--- config.mk ---
export PLATFORM = sky130hd
export DESIGN_NAME = trap_ctrl_regs
export DESIGN_NICKNAME = d
export VERILOG_FILES = /design/src/design/trap_ctrl_pkg.sv /design/src/design/trap_ctrl_regs.sv
export SDC_FILE = /design/constraint.sdc
export NUM_CORES = 1
export LEC_CHECK = 0
export ABC_AREA = 1
export ABC_CLOCK_PERIOD_IN_PS = 2310
export BUFFER_PORTS_ARGS = -buffer_cell sky130_fd_sc_hd__buf_4
export CORE_UTILIZATION = 30
export CTS_CLUSTER_DIAMETER = 120
export DETAILED_ROUTE_END_ITERATION = 12
export PLACE_DENSITY = 0.48
export SYNTH_ARGS = -nofsm -noshare
export SYNTH_HDL_FRONTEND = slang
export SYNTH_SLANG_ARGS = --single-unit
--- constraint.sdc ---
create_clock -name clock -period 2.31 [get_ports clock]
set_clock_uncertainty 0.15 [all_clocks]
set_input_delay 0.1155 -clock clock [delete_from_list [all_inputs] [get_ports clock]]
set_output_delay 0.1155 -clock clock [all_outputs]
set_load 0.01 [all_outputs]
--- src/design/trap_ctrl_pkg.sv ---
// Package with register map, field positions and carriers for trap control registers
`default_nettype none
package trap_ctrl_pkg;
    localparam int ADDR_W = 4;
    localparam int DATA_W = 16;
    // Register word offsets
    localparam logic [3:0] CORE_MODE_CONTROL_OFF = 4'h0;
    localparam logic [3:0] TRAP_FLAGS_AND_NESTING_OFF = 4'h1;
    localparam logic [3:0] GLOBAL_IRQ_AND_EDGE_CTRL_OFF = 4'h2;
    localparam logic [3:0] SOFT_TRAP_STATUS_OFF = 4'h3;
    localparam logic [3:0] STATUS_PRIORITY_OFF = 4'h4;
    // Core mode control fields
    localparam int VAR_LATENCY_BIT = 15;
    localparam int PRIORITY_EXT_BIT = 3;
    // Trap flags and nesting fields
    localparam int NESTING_DISABLE_BIT = 15;
    localparam int ACC_A_OVF_BIT = 14;
    localparam int ACC_B_OVF_BIT = 13;
    localparam int ACC_A_CAT_BIT = 12;
    localparam int ACC_B_CAT_BIT = 11;
    localparam int ACC_A_OVF_EN_BIT = 10;
    localparam int ACC_B_OVF_EN_BIT = 9;
    localparam int CAT_EN_BIT = 8;
    localparam int BAD_SHIFT_BIT = 7;
    localparam int DIV_ZERO_BIT = 6;
    localparam int DMA_TRAP_BIT = 5;
    localparam int MATH_TRAP_BIT = 4;
    localparam int ADDR_TRAP_BIT = 3;
    localparam int STACK_TRAP_BIT = 2;
    localparam int OSC_FAIL_BIT = 1;
    // Global irq and edge control fields
    localparam int GLOBAL_EN_BIT = 15;
    localparam int TIMED_DIS_BIT = 14;
    localparam int SW_TRAP_BIT = 13;
    localparam int ALT_VECTOR_BIT = 8;
    localparam int EXT_IRQ_COUNT = 4;
    // Soft trap status fields
    localparam int CAN_ADDR_BIT = 9;
    localparam int NVM_ADDR_BIT = 8;
    localparam int LOOP_OVF_BIT = 4;
    localparam int AUX_PLL_UNLOCK_SOFT_TRAP_BIT = 0;
    // Status priority register field (low priority bits)
    localparam int PRIO_LOW_LSB = 5;
    // Implemented-bit masks; all else reads zero
    localparam logic [15:0] CORE_MODE_MASK = 16'h8008;
    localparam logic [15:0] TRAP_FLAGS_MASK = 16'hfffe;
    localparam logic [15:0] GLOBAL_CTRL_MASK = 16'he10f;
    localparam logic [15:0] SOFT_TRAP_MASK = 16'h0311;
    localparam logic [15:0] STATUS_PRIO_MASK = 16'h00e0;
    // Reset value and highest low priority level
    localparam logic [15:0] GLOBAL_CTRL_RESET = 16'h8000;
    localparam logic [2:0] PRIO_MAX_LOW = 3'h7;

    // Register port request
    typedef struct packed {
        logic [3:0] addr;
        logic [15:0] wdata;
        logic write;
        logic read;
    } reg_req_s;

    // Trap events from core and peripherals, one-cycle pulses
    typedef struct packed {
        logic acc_a_overflow;
        logic acc_b_overflow;
        logic acc_a_catastrophic;
        logic acc_b_catastrophic;
        logic bad_shift;
        logic divide_zero;
        logic dma_error;
        logic address_error;
        logic stack_error;
        logic osc_failure;
        logic can_address;
        logic nvm_address;
        logic loop_stack_overflow;
        logic aux_pll_unlock;
    } trap_events_s;

    // Controls presented to the core
    typedef struct packed {
        logic variable_latency;
        logic nesting_disabled;
        logic user_irq_allowed;
        logic alt_vector_table;
        logic software_trap;
        logic [3:0] priority_level;
    } core_ctrl_s;
endpackage : trap_ctrl_pkg
`default_nettype wire

--- src/design/trap_ctrl_regs.sv ---
// Trap and interrupt control and status registers with external edge detection
`default_nettype none
module trap_ctrl_regs (
    input wire logic clock,
    input wire logic reset,
    input wire trap_ctrl_pkg::reg_req_s reg_req,
    output logic [15:0] reg_rdata,
    input wire trap_ctrl_pkg::trap_events_s trap_events,
    input wire logic timed_irq_disable_in,
    input wire logic priority_raise,
    input wire logic [3:0] priority_raise_level,
    input wire logic [3:0] ext_irq_pin,
    output logic [3:0] ext_irq_edge,
    output trap_ctrl_pkg::core_ctrl_s core_ctrl,
    output logic math_trap,
    output logic acc_overflow_trap
);
    import trap_ctrl_pkg::*;

    logic variable_latency_reg;
    logic priority_level_ext_reg;
    logic [2:0] priority_level_low_reg;
    logic [15:0] trap_flags_reg;
    logic [15:0] global_ctrl_reg;
    logic [15:0] soft_trap_reg;
    logic [15:0] trap_set;
    logic [15:0] soft_set;
    logic [3:0] sync1_reg;
    logic [3:0] sync2_reg;
    logic [3:0] sync3_reg;
    logic [3:0] level_reg;
    logic [3:0] ext_irq_edge_reg;
    logic [15:0] reg_rdata_reg;
    logic wr_core;
    logic wr_trap;
    logic wr_global;
    logic wr_soft;
    logic wr_prio;
    logic acc_a_fire;
    logic acc_b_fire;
    logic cat_a_fire;
    logic cat_b_fire;
    logic math_fire;

    // Write decodes
    assign wr_core = reg_req.write && reg_req.addr == CORE_MODE_CONTROL_OFF;
    assign wr_trap = reg_req.write && reg_req.addr == TRAP_FLAGS_AND_NESTING_OFF;
    assign wr_global = reg_req.write && reg_req.addr == GLOBAL_IRQ_AND_EDGE_CTRL_OFF;
    assign wr_soft = reg_req.write && reg_req.addr == SOFT_TRAP_STATUS_OFF;
    assign wr_prio = reg_req.write && reg_req.addr == STATUS_PRIORITY_OFF;

    // Overflow events only become traps when their enables allow it
    assign acc_a_fire = trap_events.acc_a_overflow && trap_flags_reg[ACC_A_OVF_EN_BIT];
    assign acc_b_fire = trap_events.acc_b_overflow && trap_flags_reg[ACC_B_OVF_EN_BIT];
    assign cat_a_fire = trap_events.acc_a_catastrophic && trap_flags_reg[CAT_EN_BIT];
    assign cat_b_fire = trap_events.acc_b_catastrophic && trap_flags_reg[CAT_EN_BIT];
    assign math_fire = acc_a_fire || acc_b_fire || cat_a_fire || cat_b_fire
        || trap_events.bad_shift || trap_events.divide_zero;

    // Hard trap set vector, aligned with register bits
    always_comb begin
        trap_set = 16'h0000;
        trap_set[ACC_A_OVF_BIT] = acc_a_fire;
        trap_set[ACC_B_OVF_BIT] = acc_b_fire;
        trap_set[ACC_A_CAT_BIT] = cat_a_fire;
        trap_set[ACC_B_CAT_BIT] = cat_b_fire;
        trap_set[BAD_SHIFT_BIT] = trap_events.bad_shift;
        trap_set[DIV_ZERO_BIT] = trap_events.divide_zero;
        trap_set[DMA_TRAP_BIT] = trap_events.dma_error;
        trap_set[MATH_TRAP_BIT] = math_fire;
        trap_set[ADDR_TRAP_BIT] = trap_events.address_error;
        trap_set[STACK_TRAP_BIT] = trap_events.stack_error;
        trap_set[OSC_FAIL_BIT] = trap_events.osc_failure;
    end

    // Soft trap set vector
    always_comb begin
        soft_set = 16'h0000;
        soft_set[CAN_ADDR_BIT] = trap_events.can_address;
        soft_set[NVM_ADDR_BIT] = trap_events.nvm_address;
        soft_set[LOOP_OVF_BIT] = trap_events.loop_stack_overflow;
        soft_set[AUX_PLL_UNLOCK_SOFT_TRAP_BIT] = trap_events.aux_pll_unlock;
    end

    // Trap flags and nesting; a set in the write cycle survives the write
    always_ff @(posedge clock or posedge reset) begin
        if (reset) begin
            trap_flags_reg <= 16'h0000;
        end else if (wr_trap) begin
            trap_flags_reg <= (reg_req.wdata & TRAP_FLAGS_MASK) | trap_set;
        end else begin
            trap_flags_reg <= trap_flags_reg | trap_set;
        end
    end

    // Soft trap status with the same set-wins policy
    always_ff @(posedge clock or posedge reset) begin
        if (reset) begin
            soft_trap_reg <= 16'h0000;
        end else if (wr_soft) begin
            soft_trap_reg <= (reg_req.wdata & SOFT_TRAP_MASK) | soft_set;
        end else begin
            soft_trap_reg <= soft_trap_reg | soft_set;
        end
    end

    // Global control; the timed disable bit mirrors the core, not software
    always_ff @(posedge clock or posedge reset) begin
        if (reset) begin
            global_ctrl_reg <= GLOBAL_CTRL_RESET;
        end else begin
            if (wr_global) begin
                global_ctrl_reg <= reg_req.wdata & GLOBAL_CTRL_MASK;
            end
            global_ctrl_reg[TIMED_DIS_BIT] <= timed_irq_disable_in;
        end
    end

    // Latency mode control bit
    always_ff @(posedge clock or posedge reset) begin
        if (reset) begin
            variable_latency_reg <= 1'b0;
        end else if (wr_core) begin
            variable_latency_reg <= reg_req.wdata[VAR_LATENCY_BIT];
        end
    end

    // Priority level; hardware raise from the core wins over a software write
    always_ff @(posedge clock or posedge reset) begin
        if (reset) begin
            priority_level_ext_reg <= 1'b0;
            priority_level_low_reg <= 3'h0;
        end else if (priority_raise) begin
            priority_level_ext_reg <= priority_raise_level[3];
            priority_level_low_reg <= priority_raise_level[2:0];
        end else begin
            // Extension is clear-only: writing zero clears, writing one does nothing
            if (wr_core && !reg_req.wdata[PRIORITY_EXT_BIT]) begin
                priority_level_ext_reg <= 1'b0;
            end
            if (wr_prio && !trap_flags_reg[NESTING_DISABLE_BIT]) begin
                priority_level_low_reg <= reg_req.wdata[PRIO_LOW_LSB +: 3];
            end
        end
    end

    // Three-stage synchroniser; a change counts when stages two and three agree
    always_ff @(posedge clock or posedge reset) begin
        if (reset) begin
            sync1_reg <= 4'h0;
            sync2_reg <= 4'h0;
            sync3_reg <= 4'h0;
        end else begin
            sync1_reg <= ext_irq_pin;
            sync2_reg <= sync1_reg;
            sync3_reg <= sync2_reg;
        end
    end

    // Edge detect per input with its own polarity
    genvar gi;
    generate
        for (gi = 0; gi < EXT_IRQ_COUNT; gi++) begin : g_edge
            always_ff @(posedge clock or posedge reset) begin
                if (reset) begin
                    level_reg[gi] <= 1'b0;
                    ext_irq_edge_reg[gi] <= 1'b0;
                end else if (sync2_reg[gi] == sync3_reg[gi]) begin
                    // Only an agreed level moves state; a one-cycle glitch never does
                    level_reg[gi] <= sync3_reg[gi];
                    ext_irq_edge_reg[gi] <= (sync3_reg[gi] != level_reg[gi])
                        && (sync3_reg[gi] != global_ctrl_reg[gi]);
                end else begin
                    ext_irq_edge_reg[gi] <= 1'b0;
                end
            end
        end
    endgenerate

    // Read mux, registered so data stands the cycle after the strobe
    always_ff @(posedge clock or posedge reset) begin
        if (reset) begin
            reg_rdata_reg <= 16'h0000;
        end else if (reg_req.read) begin
            unique case (reg_req.addr)
                CORE_MODE_CONTROL_OFF: begin
                    reg_rdata_reg <= {variable_latency_reg, 11'h000,
                        priority_level_ext_reg, 3'h0};
                end
                TRAP_FLAGS_AND_NESTING_OFF: begin
                    reg_rdata_reg <= trap_flags_reg & TRAP_FLAGS_MASK;
                end
                GLOBAL_IRQ_AND_EDGE_CTRL_OFF: begin
                    reg_rdata_reg <= global_ctrl_reg & GLOBAL_CTRL_MASK;
                end
                SOFT_TRAP_STATUS_OFF: begin
                    reg_rdata_reg <= soft_trap_reg & SOFT_TRAP_MASK;
                end
                STATUS_PRIORITY_OFF: begin
                    reg_rdata_reg <= {8'h00, priority_level_low_reg, 5'h00};
                end
                default: begin
                    reg_rdata_reg <= 16'h0000; // Unmapped reads zero
                end
            endcase
        end else begin
            reg_rdata_reg <= 16'h0000;
        end
    end

    // Outputs toward the core
    assign reg_rdata = reg_rdata_reg;
    assign ext_irq_edge = ext_irq_edge_reg;
    assign math_trap = math_fire;
    assign acc_overflow_trap = acc_a_fire || acc_b_fire || cat_a_fire || cat_b_fire;
    assign core_ctrl.variable_latency = variable_latency_reg;
    assign core_ctrl.nesting_disabled = trap_flags_reg[NESTING_DISABLE_BIT];
    // Traps bypass this gate; only user interrupts are held off
    assign core_ctrl.user_irq_allowed = global_ctrl_reg[GLOBAL_EN_BIT]
        && !priority_level_ext_reg && !global_ctrl_reg[TIMED_DIS_BIT];
    assign core_ctrl.alt_vector_table = global_ctrl_reg[ALT_VECTOR_BIT];
    assign core_ctrl.software_trap = global_ctrl_reg[SW_TRAP_BIT];
    assign core_ctrl.priority_level = {priority_level_ext_reg, priority_level_low_reg};
endmodule : trap_ctrl_regs
`default_nettype wire

Word-level counts from Yosys, hierarchy flattened
Index checks and enable logic that the tools add are counted.
Widths: inputs -> output; s select.

storage, ports and cells
  flip-flop bits (word level) = 81

cells by class
  equality and inequality tests = 16
  muxes and demuxes = 12
  bitwise logic cells = 4
  reductions and logical operators = 29

operator list
  kind                count
  $pmux 16 s5         1
  $mux 16             3
  $or 16x15->16       2
  $logic_and 1x1->1   17
  $or 16x10->16       1
  $or 10x10->10       1
  $eq 4x2->1 const B  2
  $ne 1x1->1          8
  $mux 1              6
  $mux 3              2
  $logic_or 1x1->1    5
  $eq 1x1->1          4
  $eq 4x1->1 const B  1
  $eq 4x3->1 const B  1
  $logic_not 1->1     4
  $logic_not 4->1     1
  $reduce_bool 2->1   2

Longest topological paths before layout
  depth after elaboration = 8
  depth in mapped cells = 7

Worst setup path before layout
No wires, ideal clock.

  kind = reg-to-output
  from = register trap_flags_reg[8]
  to = output port math_trap
  arrival time = 866 ps
  data required time = 2,044 ps
  setup slack = 1,179 ps
  stages on the path, launching flop included = 5
  buffers on the path = 0
  cells stage by stage = dfrtp_1 nand2_1 nand4_1 nor2_1 inv_1

on the way
  word-level cells in the longest chain between the ends = 5
  elaborated cells on any way between the ends = 6
  classes of those cells = 6 x reduce/logical

RTL lines
  what                             line                  text
  from (decl)                      trap_ctrl_regs.sv:23  logic [15:0] trap_flags_reg;
  from (signal assigned)           trap_ctrl_regs.sv:90  trap_flags_reg <= (reg_req.wdata & TRAP_FLAGS_MASK) | trap_set;
  from (signal assigned)           trap_ctrl_regs.sv:92  trap_flags_reg <= trap_flags_reg | trap_set;
  $logic_and 1x1->1                trap_ctrl_regs.sv:55  assign cat_a_fire = trap_events.acc_a_catastrophic && trap_flags_reg[CAT_EN_BIT];
  $logic_or 1x1->1                 --
  $logic_or 1x1->1 *               --
  net acc_overflow_trap            trap_ctrl_regs.sv:16  output logic acc_overflow_trap
  $logic_or 1x1->1 * (2 in a row)  trap_ctrl_regs.sv:58  || trap_events.bad_shift || trap_events.divide_zero;
  to (decl)                        trap_ctrl_regs.sv:15  output logic math_trap,

Mark *: on every way through the listed nets, which the timed path passes. The rest lies on a longest branch.

Worst setup path after layout
  from = input port reg_req[18] (netlist name)
  to = register priority_level_ext_reg

on the way
  word-level cells in the longest chain between the ends = 4

RTL lines
  what                         line                   text
  from (decl)                  trap_ctrl_regs.sv:6    input wire trap_ctrl_pkg::reg_req_s reg_req,
  $logic_not 4->1              trap_ctrl_regs.sv:46   assign wr_core = reg_req.write && reg_req.addr == CORE_MODE_CONTROL_OFF;
  $logic_and 1x1->1            trap_ctrl_regs.sv:46
  $logic_and 1x1->1            trap_ctrl_regs.sv:138  if (wr_core && !reg_req.wdata[PRIORITY_EXT_BIT]) begin
  $reduce_bool 2->1 (no line)  --
  to (signal assigned)         trap_ctrl_regs.sv:134  priority_level_ext_reg <= priority_raise_level[3];
  to (decl)                    trap_ctrl_regs.sv:21   logic priority_level_ext_reg;

Every way passes these cells.
A chain may end at the register's enable or synchronous reset.

==> results.md <==
- Run status: completed
- Layout area overhead: 52.1%
- Sw frac: 25.7%
- Synth Area in Compound Gates: roughly 8.4%
- First-pass GRT wire length: around 12000 µm
- Port buffer count: 78
- Pleak: 2.04 nW
- Mean Syn Cell Area: a little over 9 µm²
- VDD IR-drop max: 361 µV
- Sw power: just over 0.7 mW
- TritonCTS buffer count: 9
- Vias per inst: approximately 4.5
- Clock buffer depth: 2
- Fin crit share: around nine tenths
- Critical Path Start Type: primary input
- Worst-Margin Slew: around 0.53 ns
- GR Util All Layers: 16.3%
- Starting Density: a little under a third
- Post-DP HPWL: 5110 µm
- Antenna fix cells: 0
- Max H-tree Level: 3
- TritonCTS clock tree: done
- Clock-pin slew of the registers on the worst-case setup and hold paths: ~0.070 ns
- Slowest stage delay, CP: ~0.57 ns
- Relative slew slack: 64.9%
- Largest net degree at the start of global routing: 47
- Clk pwr share: 34.3%
- Slew Limit Fails: 0
- Gate power share: 17.1%
- Chip width: a little under 100 µm
- Seq/Total Area, Yosys: between 60% and 70%
- Clock period minus worst slack: ~2.1 ns
- Layout cell share with drive strength beyond 1: between 20% and 30%
- Final nets: approximately 500
- Initial antenna violation count: 0
- Max Clock Freq: ~0.48 GHz
- Main combinational cell family by area after synthesis: simple AND/OR/NAND/NOR gates
- Fillers: approximately 900
- Fraction of the mapped netlist area in simple logic gates: 24.0%
- CP top delay family: buffers and inverters
- Multiplexer share of the synthesized area: 0%
- Reg power frac: between 40% and 50%
- Setup Total Neg Slack: 0 ns
- Maximum fanout along the worst path: 7
- CP max-delay cell: dlygate4sd3_1
- Netlist cell types: 21
- Seq cells post-synth: around 70
- CTS root buffer: clkbuf_8
- Initial DRC count: between 100 and 150
- Max reg flops: 16
- Synth Cell Area: 2820 µm²
- Drc violations: 0
- Vias in the first global route: 2430
- ANT nets after route: 0
- Pwr Density: 659 nW/µm²
- Via count: approximately 2500
- Worst Path Required: around 2.4 ns
- Syn. warnings: 0
- Setup Crit Path Kind: primary input to register
- Hold Vio Cnt, Final: 0
- CORE AREA: between 9000 and 10000 µm²
- Die Height: 98.9 µm
- Commonest non-fill, non-tap cell in the layout: nand2_1
- Cell count after synthesis: around 300
- Xor-xnor portion of the synthesized cell area: 0%
- Die area: just under 10000 µm²
- Crit path cell chain: dlygate4sd3_1 -> buf_4 -> nor2_1 -> nand3_1 -> nor2_1 -> o21ai_0 -> dlygate4sd3_1
- Internal power: roughly 2.1 mW
- Final WL: 7390 µm
- Crit path arrival time: roughly 2.2 ns
- Adder-cell share of the synthesized area: 0%
- WL/cell: 13.2 µm
- Number of primary I/O pins: 79
- Congestion Overflow GR: 0
- Worst-Skew Late Latency: 0.34 ns
- Site row count: 35
- Syn Nets: between 300 and 400
- RSZ-0062 raised after global routing: false
- Pre-antenna DRT Iters: 4
- Most frequent cells in the layout: nand2_1 (86), buf_4 (84), dfrtp_1 (67)
- Max-Cap Viols: 0
- Routability congestion estimate: about 0.77
- Clock Sinks: between 60 and 70
- Worst min path class: primary input to register
- Final setup vio count: 0
- CTS resizes: 0
- Critical Path Sink Type: register
- Buf/Inv on CP: 3
- Overall Power: 2.83 mW
## metrics by stage
step	cells	setup WS, ns	instance area (µm²)	utilization, %	hold slack (ns)
floorplan	303	0.335	2820	-	-0.00307
global placement	482	0.799	3480	38.0	0.0437
detailed placement	482	0.759	3480	38.0	0.0413
CTS	554	0.0384	4250	46.4	0.00238
global route	559	0.0435	4290	46.8	0.0660
finish	559	0.212	4290	46.8	0.0458
## tightest hold or removal path, delay by kind of cell
kind / cells / cell delay, ns
AND/OR/NAND/NOR: 2 / 0.16
buffers and inverters: 2 / 0.22
## final timing paths
check / slack (ns) / startpoint / to / cells past startpoint
min in group asynchronous: 0.21 / reset / sync1_reg[0] / 3
min: 0.05 / priority_raise / priority_level_low_reg[1] / 4
max in group asynchronous: 1.17 / reset / trap_flags_reg[3] / 4
max reg2reg: 0.87 / soft_trap_reg[8] / soft_trap_reg[8] / 3
max: 0.21 / reg_req[18] / priority_level_ext_reg / 7
min reg2reg: 0.20 / sync1_reg[2] / sync2_reg[2] / 0
## cell type report
class                   count  area, µm²  area share [%]
repair buffers            143       1230            28.7
clock buffers              12        155            3.62
well taps                 111        139            3.24
inverters                  29        110            2.57
multi-input cells         194        913            21.3
clock inverters             2       35.0           0.817
flip-flops and latches     68       1700            39.7
## power by group through the flow
stage	Combinational, mW	Sequential [mW]	Clock (mW)
floorplan	0.218	1.38	0
global placement	0.400	1.39	0
detailed placement	0.403	1.39	0
CTS	0.482	1.37	1.00
global route	0.540	1.39	1.05
finish	0.484	1.37	0.970
## metal layers
metal / track usage (%) / up-vias / wire length, µm
met5: 0 / - / 0
met4: 5.17 / 0 / 90
met3: 5.04 / 9 / 353
met2: 25.7 / 59 / 3480
met1: 21.4 / 1165 / 3470
li1: - / 1264 / -
## repair_timing
action | in CTS | in global routing
endpoints found under the hold margin | 68 | 0
setup buffers | 0 | 5
hold buffers | 58 | 0
setup endpoints to repair | 0 | 10
## Yosys cell counts
library cell	n	area share, %
nand2_1	86	11
nor2_4	4	1.6
nand2_4	1	0.40
nor3b_1	2	0.53
nand3_4	1	0.62
dfstp_2	1	0.93
buf_4	6	1.6
nor3_1	3	0.53
nor2_1	10	1.3
nand4_1	2	0.44
o21ai_0	15	2.7
inv_1	28	3.7
buf_2	2	0.36
buf_6	3	1.2
clkbuf_1	1	0.13
o21ai_2	3	0.93
clkinv_2	1	0.18
a21oi_1	26	4.6
nand3_1	40	7.1
dfrtp_1	67	59
o21ai_1	1	0.18
## cells by family after synthesis
logic type             count (synthesis)
buffers and inverters                 41
DFF                                   68
AOI/OAI and AO/OA                     45
and+or+nand+nor                      149
(Power assumes the default switching activity.)
